## config.mk

```make
export PLATFORM = sky130hd
export DESIGN_NAME = mesf_flags_top
export DESIGN_NICKNAME = d
export VERILOG_FILES = /design/src/rtl/mesf_pkg.sv /design/src/rtl/mesf_evt_if.sv /design/src/rtl/mesf_event_detect.sv /design/src/rtl/mesf_flags_top.sv
export VERILOG_INCLUDE_DIRS = /design/src /design/src/rtl
export SDC_FILE = /design/constraint.sdc
export NUM_CORES = 1
export LEC_CHECK = 0
export BUFFER_PORTS_ARGS = -buffer_cell sky130_fd_sc_hd__buf_2
export CAP_MARGIN = 10
export CORE_UTILIZATION = 55
export CTS_CLUSTER_DIAMETER = 120
export DETAILED_ROUTE_END_ITERATION = 16
export PLACE_DENSITY_LB_ADDON = 0.2
export SLEW_MARGIN = 20
export SYNTH_ARGS = -nofsm -noshare
export SYNTH_HDL_FRONTEND = slang
export SYNTH_SLANG_ARGS = --single-unit
```

## constraint.sdc

```tcl
create_clock -name sys_clk -period 4 [get_ports sys_clk]
set_input_delay 0.6 -clock sys_clk [delete_from_list [all_inputs] [get_ports sys_clk]]
set_output_delay 0.6 -clock sys_clk [all_outputs]
set_load 0.02 [all_outputs]
```

## src/rtl/mesf_defs.svh

```systemverilog
// constants for the meter event status flags block
`ifndef MESF_DEFS_SVH
`define MESF_DEFS_SVH

// register indices; byte address is four times the index
`define MESF_IDX_FLAGS       10'h310
`define MESF_IDX_SHADOW      10'h311
`define MESF_IDX_INT_STAT    10'h312
`define MESF_IDX_INT_CLR     10'h313
`define MESF_IDX_INT_EN      10'h314

// flag field positions
`define MESF_BIT_PULSE_ONE   0
`define MESF_BIT_PULSE_TWO   1
`define MESF_BIT_PULSE_THREE 2
`define MESF_BIT_PULSE_FOUR  3
`define MESF_BIT_FRESH_DATA  4
`define MESF_BIT_ENGINE_DONE 5
`define MESF_BIT_SUPPLY_CHG  7
`define MESF_BIT_RESET       8
`define MESF_MIRROR_LSB      16
`define MESF_MIRROR_RESET    24

// masks and reset values
`define MESF_FLAG_MASK       9'h1bf
`define MESF_FLAGS_RST       9'h100
`define MESF_SHADOW_RST      9'h000
`define MESF_INT_EN_RST      9'h000
`define MESF_INT_STAT_RST    9'h000

`endif

```

## src/rtl/mesf_pkg.sv

```systemverilog
// types for the meter event status flags block
package mesf_pkg;
  typedef logic [8:0]  mesf_flags_t;
  typedef logic [31:0] mesf_word_t;
  typedef enum logic {BUS_IDLE, BUS_ACK} mesf_bus_st_t;
endpackage

```

## src/rtl/mesf_evt_if.sv

```systemverilog
// event vector carried from the edge detector to the flag register
`timescale 1ns/1ps
`default_nettype none
interface mesf_evt_if;
  import mesf_pkg::*;
  mesf_flags_t evt;
  logic        armed;
  modport src (output evt, output armed);
  modport dst (input evt, input armed);
endinterface
`default_nettype wire

```

## src/rtl/mesf_event_detect.sv

```systemverilog
// edge detector turning raw event inputs into one-cycle event pulses
`timescale 1ns/1ps
`default_nettype none
`include "mesf_defs.svh"
module mesf_event_detect
(
  input  wire logic sys_clk,
  input  wire logic rst,
  input  wire logic energyPulseOne,
  input  wire logic energyPulseTwo,
  input  wire logic energyPulseThree,
  input  wire logic energyPulseFour,
  input  wire logic freshDataStrobe,
  input  wire logic enginePassDone,
  input  wire logic systemSupplyIndicator,
  mesf_evt_if.src   evtIf
);
  import mesf_pkg::*;

  logic [6:0] prev_r;
  logic       armed_r;
  logic [6:0] now;

  assign now = {systemSupplyIndicator, enginePassDone, freshDataStrobe,
                energyPulseFour, energyPulseThree, energyPulseTwo, energyPulseOne};

  ////////////////////////////////////////////////////////////////////////////
  // previous levels; first clock after reset only primes them
  always_ff @(posedge sys_clk or posedge rst)
  begin
    if (rst)
    begin
      prev_r  <= 7'h00;
      armed_r <= 1'b0;
    end
    else
    begin
      prev_r  <= now;
      armed_r <= 1'b1;
    end
  end

  ////////////////////////////////////////////////////////////////////////////
  // rising edges for pulse starts and strobes, any edge for supply
  always_comb
  begin
    evtIf.evt = 9'h000;
    if (armed_r)
    begin
      evtIf.evt[`MESF_BIT_PULSE_ONE]   = now[0] & ~prev_r[0];
      evtIf.evt[`MESF_BIT_PULSE_TWO]   = now[1] & ~prev_r[1];
      evtIf.evt[`MESF_BIT_PULSE_THREE] = now[2] & ~prev_r[2];
      evtIf.evt[`MESF_BIT_PULSE_FOUR]  = now[3] & ~prev_r[3];
      evtIf.evt[`MESF_BIT_FRESH_DATA]  = now[4] & ~prev_r[4];
      evtIf.evt[`MESF_BIT_ENGINE_DONE] = now[5] & ~prev_r[5];
      evtIf.evt[`MESF_BIT_SUPPLY_CHG]  = now[6] ^ prev_r[6];
    end
  end

  assign evtIf.armed = armed_r;
endmodule
`default_nettype wire

```

## src/rtl/mesf_flags_top.sv

```systemverilog
// sticky event status flags with shadow copy, interrupt and Avalon-MM slave
//
// The implementer's own choice: register access over Avalon-MM.
`timescale 1ns/1ps
`default_nettype none
`include "mesf_defs.svh"
module mesf_flags_top
#(
  parameter int ADDR_W = 12
)
(
  input  wire logic              sys_clk,
  input  wire logic              rst,
  input  wire logic [ADDR_W-1:0] avs_address,
  input  wire logic              avs_read,
  input  wire logic              avs_write,
  input  wire mesf_pkg::mesf_word_t avs_writedata,
  input  wire logic [3:0]        avs_byteenable,
  output mesf_pkg::mesf_word_t   avs_readdata,
  output logic                   avs_waitrequest,
  input  wire logic              energyPulseOne,
  input  wire logic              energyPulseTwo,
  input  wire logic              energyPulseThree,
  input  wire logic              energyPulseFour,
  input  wire logic              freshDataStrobe,
  input  wire logic              enginePassDone,
  input  wire logic              systemSupplyIndicator,
  output logic                   irq
);
  import mesf_pkg::*;

  ////////////////////////////////////////////////////////////////////////////
  // helpers
  function automatic logic hit(input logic [ADDR_W-1:0] a, input logic [9:0] idx);
    hit = (a == ADDR_W'({idx, 2'b00}));
  endfunction

  function automatic mesf_word_t mirrorWord(input mesf_flags_t f);
    mesf_word_t w;
    w = 32'h0000_0000;
    w[8:0] = f & `MESF_FLAG_MASK;
    w[`MESF_MIRROR_LSB+5:`MESF_MIRROR_LSB] = f[5:0];
    w[`MESF_MIRROR_RESET] = f[`MESF_BIT_RESET];
    mirrorWord = w;
  endfunction

  function automatic mesf_flags_t laneBits(input mesf_word_t d, input logic [3:0] be);
    mesf_flags_t m;
    m = {be[1], {8{be[0]}}};
    laneBits = d[8:0] & m & `MESF_FLAG_MASK;
  endfunction

  ////////////////////////////////////////////////////////////////////////////
  // declarations
  mesf_evt_if   evtIf ();
  mesf_bus_st_t busSt_r;
  mesf_word_t   readData_r;
  mesf_flags_t  flags_r;
  mesf_flags_t  flags_nxt;
  mesf_flags_t  snap_r;
  mesf_flags_t  shadow_r;
  mesf_flags_t  intStat_r;
  mesf_flags_t  intStat_nxt;
  mesf_flags_t  intEn_r;
  logic         irq_r;
  logic         req;
  logic         accept;
  logic         flagRdAcc;
  mesf_word_t   readMux;

  mesf_event_detect u_detect
  (
    .sys_clk               (sys_clk),
    .rst                   (rst),
    .energyPulseOne        (energyPulseOne),
    .energyPulseTwo        (energyPulseTwo),
    .energyPulseThree      (energyPulseThree),
    .energyPulseFour       (energyPulseFour),
    .freshDataStrobe       (freshDataStrobe),
    .enginePassDone        (enginePassDone),
    .systemSupplyIndicator (systemSupplyIndicator),
    .evtIf                 (evtIf.src)
  );

  ////////////////////////////////////////////////////////////////////////////
  // bus handshake: one wait cycle, accept on second cycle
  assign req             = avs_read | avs_write;
  assign avs_waitrequest = req & (busSt_r == BUS_IDLE);
  assign accept          = req & (busSt_r == BUS_ACK);
  assign flagRdAcc       = accept & avs_read & hit(avs_address, `MESF_IDX_FLAGS);

  always_ff @(posedge sys_clk or posedge rst)
  begin
    if (rst)
      busSt_r <= BUS_IDLE;
    else
    begin
      unique case (busSt_r)
        BUS_IDLE:
        begin
          if (req)
            busSt_r <= BUS_ACK;
        end
        BUS_ACK:
          busSt_r <= BUS_IDLE;
      endcase
    end
  end

  ////////////////////////////////////////////////////////////////////////////
  // read data, captured in the wait cycle and held through the accept cycle
  always_comb
  begin
    readMux = 32'h0000_0000;
    if (hit(avs_address, `MESF_IDX_FLAGS))
      readMux = mirrorWord(flags_r);
    else if (hit(avs_address, `MESF_IDX_SHADOW))
      readMux = mirrorWord(shadow_r);
    else if (hit(avs_address, `MESF_IDX_INT_STAT))
      readMux = {23'h000000, intStat_r};
    else if (hit(avs_address, `MESF_IDX_INT_EN))
      readMux = {23'h000000, intEn_r};
  end

  always_ff @(posedge sys_clk or posedge rst)
  begin
    if (rst)
    begin
      readData_r <= 32'h0000_0000;
      snap_r     <= `MESF_SHADOW_RST;
    end
    else if (avs_read && busSt_r == BUS_IDLE)
    begin
      readData_r <= readMux;
      snap_r     <= flags_r;
    end
  end

  assign avs_readdata = readData_r;

  ////////////////////////////////////////////////////////////////////////////
  // event flags: only bits returned to the host clear; new events win
  always_comb
  begin
    flags_nxt = flags_r;
    if (flagRdAcc)
      flags_nxt = flags_nxt & ~snap_r;
    flags_nxt = flags_nxt | (evtIf.evt & `MESF_FLAG_MASK);
  end

  always_ff @(posedge sys_clk or posedge rst)
  begin
    if (rst)
      flags_r <= `MESF_FLAGS_RST;
    else
      flags_r <= flags_nxt;
  end

  ////////////////////////////////////////////////////////////////////////////
  // shadow copy of what the host just read
  always_ff @(posedge sys_clk or posedge rst)
  begin
    if (rst)
      shadow_r <= `MESF_SHADOW_RST;
    else if (flagRdAcc)
      shadow_r <= snap_r;
  end

  ////////////////////////////////////////////////////////////////////////////
  // interrupt status, write-one-to-clear, enable and level output
  always_comb
  begin
    intStat_nxt = intStat_r;
    if (accept && avs_write && hit(avs_address, `MESF_IDX_INT_CLR))
      intStat_nxt = intStat_nxt & ~laneBits(avs_writedata, avs_byteenable);
    intStat_nxt = intStat_nxt | (evtIf.evt & `MESF_FLAG_MASK);
  end

  always_ff @(posedge sys_clk or posedge rst)
  begin
    if (rst)
      intStat_r <= `MESF_INT_STAT_RST;
    else
      intStat_r <= intStat_nxt;
  end

  always_ff @(posedge sys_clk or posedge rst)
  begin
    if (rst)
      intEn_r <= `MESF_INT_EN_RST;
    else if (accept && avs_write && hit(avs_address, `MESF_IDX_INT_EN))
    begin
      intEn_r[7:0] <= avs_byteenable[0] ? (avs_writedata[7:0] & 8'hbf) : intEn_r[7:0];
      intEn_r[8]   <= avs_byteenable[1] ? avs_writedata[8] : intEn_r[8];
    end
  end

  always_ff @(posedge sys_clk or posedge rst)
  begin
    if (rst)
      irq_r <= 1'b0;
    else
      irq_r <= |(intStat_nxt & intEn_r);
  end

  assign irq = irq_r;

  ////////////////////////////////////////////////////////////////////////////
  // helper terms for the checks
  logic        hostReadBits;
  logic        intClrAcc;
  logic        intEnAcc;
  logic        anyHit;
  mesf_flags_t clrBits;
  mesf_flags_t evtNow;
  assign hostReadBits = flagRdAcc;
  assign intClrAcc    = accept & avs_write & hit(avs_address, `MESF_IDX_INT_CLR);
  assign intEnAcc     = accept & avs_write & hit(avs_address, `MESF_IDX_INT_EN);
  assign anyHit       = hit(avs_address, `MESF_IDX_FLAGS)
                      | hit(avs_address, `MESF_IDX_SHADOW)
                      | hit(avs_address, `MESF_IDX_INT_STAT)
                      | hit(avs_address, `MESF_IDX_INT_EN);
  assign clrBits      = laneBits(avs_writedata, avs_byteenable);
  assign evtNow       = evtIf.evt;
endmodule
`default_nettype wire

```

**Yosys cells after proc, flatten, opt, wreduce, memory -nomap -nowiden**

Cells that the tools add are included.

- Divide/modulo/power cells: 0
- Magnitude comparators: 0
- Multiplexer cells: 10
- Equal/unequal tests: 5
- Reduce and logical (&&, ||, !) cells: 7
- Shift-type cells: 0
- $add $sub $neg: 0
- Bitwise logic cells: 27
- Multipliers: 0

Operators by type and width:

| kind | count |
|---|---|
| $eq A12 B12 Y1 const B | 5 |
| $mux W25 | 2 |
| $and A9 B9 Y9 | 4 |
| $mux W9 | 4 |
| $not A9 Y9 | 2 |
| $or A9 B8 Y9 | 2 |
| $and A1 B1 Y1 | 10 |
| $reduce_or A9 Y1 | 1 |
| $not A1 Y1 | 7 |
| $mux W6 | 1 |
| $logic_and A1 B1 Y1 | 4 |
| $reduce_and A2 Y1 | 2 |
| $mux W1 | 2 |
| $pmux W1 S2 | 1 |
| $or A1 B1 Y1 | 1 |
| $xor A1 B1 Y1 | 1 |

- Register bits after elaboration: 86
- Bits in writable memories: 0
- Bits in read-only memories: 0
- Output and inout port bits: 34
- Latch bits: 0
- Memories kept: 0

**Logic depth before layout (Yosys ltp)**

- Depth after elaboration: 8
- Depth in mapped cells: 7
- Depth with buffers taken out: 5

**Cells and area by module**

A second synthesis with hierarchy kept.

- Cells, all modules: 302
- Area total of the unflattened synthesis: 3035.4 sq um

By module, submodules not included:

| module | area an instance (sq um) | cells an instance | times used |
|---|---|---|---|
| mesf_flags_top | 2743.9 | 279 | 1 |
| mesf_event_detect | 291.5 | 23 | 1 |

**Worst setup path after synthesis**

Ideal clock, no wire load.

- Path type: input port to flip-flop
- Start point: in avs_address[5]
- End point: reg readData_r[0] (netlist: avs_readdata[0])
- Stages: 5
- Arrival time: 1839 ps
- Slack: 2081 ps
- Path buffers: 1
- Cells stage by stage: and4bb_1 nand3_4 or4_4 buf_6 o211ai_2

- Cells in the longest elaborated chain, start to end: 5

RTL lines:

| item | line | text |
|---|---|---|
| from (decl) | mesf_flags_top.sv:14 | `input wire logic [ADDR_W-1:0] avs_address,` |
| $eq A12 B12 Y1 | n/a |  |
| $mux W9 | mesf_flags_top.sv:121 | `` else if (hit(avs_address, `MESF_IDX_INT_EN)) `` |
| $mux W9 | mesf_flags_top.sv:119 | `` else if (hit(avs_address, `MESF_IDX_INT_STAT)) `` |
| $mux W25 | mesf_flags_top.sv:117 | `` else if (hit(avs_address, `MESF_IDX_SHADOW)) `` |
| $mux W25 (*) | mesf_flags_top.sv:115 | `` if (hit(avs_address, `MESF_IDX_FLAGS)) `` |
| to (signal assigned) | mesf_flags_top.sv:134 | `readData_r <= readMux;` |
| to (decl) | mesf_flags_top.sv:57 | `mesf_word_t readData_r;` |

Mark *: on every way between the ends. The rest lies on a longest branch, timed or not.
A chain may end at the register's enable or synchronous reset.

**Worst setup path after layout**

- Start point: in avs_address[3]
- End point: reg irq_r (netlist: irq)

- Cells in the longest elaborated chain, start to end: 6

RTL lines:

| item | line | text |
|---|---|---|
| $eq A12 B12 Y1 | n/a |  |
| $logic_and A1 B1 Y1 | mesf_flags_top.sv:174 | `` if (accept && avs_write && hit(avs_address, `MESF_IDX_INT_CLR)) `` |
| $mux W9 | mesf_flags_top.sv:174 |  |
| $or A9 B8 Y9 | mesf_flags_top.sv:176 | `` intStat_nxt = intStat_nxt \| (evtIf.evt & `MESF_FLAG_MASK); `` |
| $and A9 B9 Y9 | mesf_flags_top.sv:203 | `irq_r <= \|(intStat_nxt & intEn_r);` |
| $reduce_or A9 Y1 | mesf_flags_top.sv:203 |  |
| to (signal assigned) | mesf_flags_top.sv:203 |  |
| to (decl) | mesf_flags_top.sv:65 | `logic irq_r;` |

No other way between the ends.

==> flow_metrics.tcl <==
set metrics [dict create \
    finalSetupViolCount 0 \
    finalPower_uw 1212 \
    track_usage_pct 23.38 \
    dpl_worst_slack_ns 1.442 \
    clock_latency_ns 0.34 \
    seqCellArea_um2 1628 \
    synthTopCellsByArea "dfrtp_1, mux2_2, nand2_1, buf_4, a21o_1" \
    ios 93 \
    fin_worst_skew_ns 0.006586 \
    syn_area_um2 3030 \
    synth_edf_count 0 \
    vias_per_cell 5.273 \
    vias 2109 \
    fillers 446 \
    yosysTopAreaCell "dfrtp_1" \
    crit_family "simple AND/OR/NAND/NOR gates" \
    cp-startpoint "avs_address[3]" \
    grt_pass1_vias 2128 \
    crit_arrival_ns 2.45 \
    ys_seq_elements 65 \
    route.detailed.drc 0 \
    cp-start-kind "primary input" \
    min_from "energyPulseThree" \
    drt-pass1-iter-count 4 \
    grt_pass1_wl_um 10350 \
    p_sw_uw 300.6 \
    port_buffers 49 \
    grt-ovfl-total 0 \
    p_leak_uw 0.001654 \
    antenna_found_initial 0 \
    start_util_pct 58.22 \
    power_frac_comb_pct 8.0 \
    yosysSeqAreaShare_pct 53.72 \
    max_stage_delay_ns 0.58 \
    cts_hold_buf 0 \
    drt_first_iter_violations 116 \
    p_int_uw 911.3 \
    rows 26 \
    gp_congestion 0.7814 \
    powerDensity_nw_per_um2 356.6 \
    ir_drop_v 0.0002675 \
    die_w_um 76.23 \
    reg2reg_from "busSt_r" \
    yosysMostFrequentCell "dfrtp_1" \
    fin_tns_setup_ns 0 \
    fp.coreArea_um2 5205 \
    syn_area_per_cell_um2 10.94 \
    path_class "primary input to flop" \
    max-clock-path-buffers 2 \
    slowest_stage "nor2b_1" \
    antennaDiodeCount 0 \
    routed_wl_um 6007 \
    synth_ff_type "dfrtp_1" \
    crit_fanout 10 \
    synth_top_area_share_pct 52.85 \
    floorplan.die_area_um2 5811 \
    antenna_left 0 \
    drv_slew 0 \
    dp_hpwl_um 4404 \
    cts_made_buffers 9 \
    area_growth_pct 12.14 \
    ys_async_sr_fraction_pct 100.0 \
    cts-root-buf "clkbuf_8" \
    slew_headroom_pct 44.54 \
    synth_cell_types 43 \
    status "complete, no violations" \
    ys_top_cells_by_count "dfrtp_1, nand2_1, mux2_2" \
    fin_crit_ns 2.233 \
    fin_crit_sh_pct 55.82 \
    path_cells "buf_2 -> nor2b_1 -> and4_1 -> a41oi_1 -> nor4_1 -> nand3_1" \
    path_buf_inv 1 \
    cts_sinks 65 \
    grt_max_degree 41 \
    worst_ep_required_time_ns 4.21 \
    multi_input_area_um2 1267 \
    maxCapViolations 0 \
    hold_violations 0 \
    pwr-share-clk_pct 36.9 \
    yosys_warnings 0 \
    layout_setup_ws_ns 1.767 \
    die_h_um 76.23 \
    clkTransAtPathRegs_ns 0.07 \
    cts.htree.levels 3 \
    avgRoutedWirePerCell_um 15.02 \
    finalNetCount 386 \
    synth_cells 277 \
    postCtsResizedCells 0 \
    swShare_pct 24.81 \
    timing.fmax_mhz 447.9 \
    drive_gt1_share_pct 30.00 \
    worstSetupEndpointType "flop" \
    cts_setup_buffers 0 \
    power_frac_seq_pct 55.1 \
    rsz0062_at_grt "false" \
    hold_path_class "primary input to flop" \
    tightest_slew_ns 0.8307 \
    post-route-util_pct 65.29 \
    cts_tree "done" \
]
-- placed cells by master (no fill, tap or decap), types with 6 or more instances in the layout --
master,Yosys,routed
dfrtp_1,64,64
nor2_1,8,8
buf_2,2,49
o21ai_0,9,9
nand2_1,61,61
mux2_2,23,23
o211ai_2,6,6
conb_1,2,18
a22oi_1,7,7
a21o_1,14,14
and3b_1,6,6
clkbuf_8,0,9
-- cell families after synthesis --
group,Yosys count,synth area share [%]
AND/OR/NAND/NOR,105,18.21
flip-flops,65,53.72
AO/OA/AOI/OAI,48,12.14
buffers and inverters,32,6.524
multiplexers,24,8.877
other,2,0.2478
XOR/XNOR,1,0.2891
-- state kept, by name, indices dropped and copies added, names as in the netlist --
| register | cells |
|---|---|
| avs_readdata | 15 |
| irq | 1 |
| u_detect.evtIf.armed | 1 |
| shadow_r | 8 |
| intEn_r | 8 |
| busSt_r | 1 |
| u_detect.prev_r | 7 |
| flags_r | 8 |
| intStat_r | 8 |
| snap_r | 8 |
-- power by group through the flow --
stage                     Combinational, uW  Clock (uW)  Sequential, uW
after global placement                 96.1           0             680
after detailed placement               96.6           0             680
after CTS                              96.9         452             668
after global routing                    107         482             668
after floorplan                        74.6           0             679
final                                  96.5         447             668
-- final timing paths --
check	to	slack [ns]	cells past startpoint
setup / recovery	irq	1.77	6
hold / removal	u_detect.prev_r[2]	0.38	1
setup reg to reg	avs_readdata[20]	2.08	4
hold reg to reg	shadow_r[2]	0.46	2
max in group asynchronous	avs_readdata[5]	2.73	3
min in group asynchronous	u_detect.prev_r[6]	0.43	2
-- layer usage --
metal	wire (um)	part of all wire [%]	global-route usage [%]	up-vias
li1	-	-	-	1029
met1	2888	48	32.21	1002
met2	2732	45	35.32	64
met3	235	3.9	4.671	14
met4	150	2.5	11.73	0
met5	0	0	0	-
-- metrics by stage --
stage	instances	area, um^2	hold slack, ns
4_1_cts	400	3396	0.3674
3_5_place_dp	386	3252	0.4515
5_1_grt	400	3398	0.3673
6_report	400	3398	0.3760
3_3_place_gp	386	3252	0.4444
2_1_floorplan	293	3090	0.4331
-- area by class of cell --
cell class | instances | share of cell area, %
flip-flops and latches | 65 | 47.90
multi-input cells | 196 | 37.30
repair buffers | 50 | 7.437
clock buffers | 13 | 4.087
well taps | 70 | 2.577
inverters | 5 | 0.5523
clock inverters | 1 | 0.1473
(Power assumes the default switching activity.)
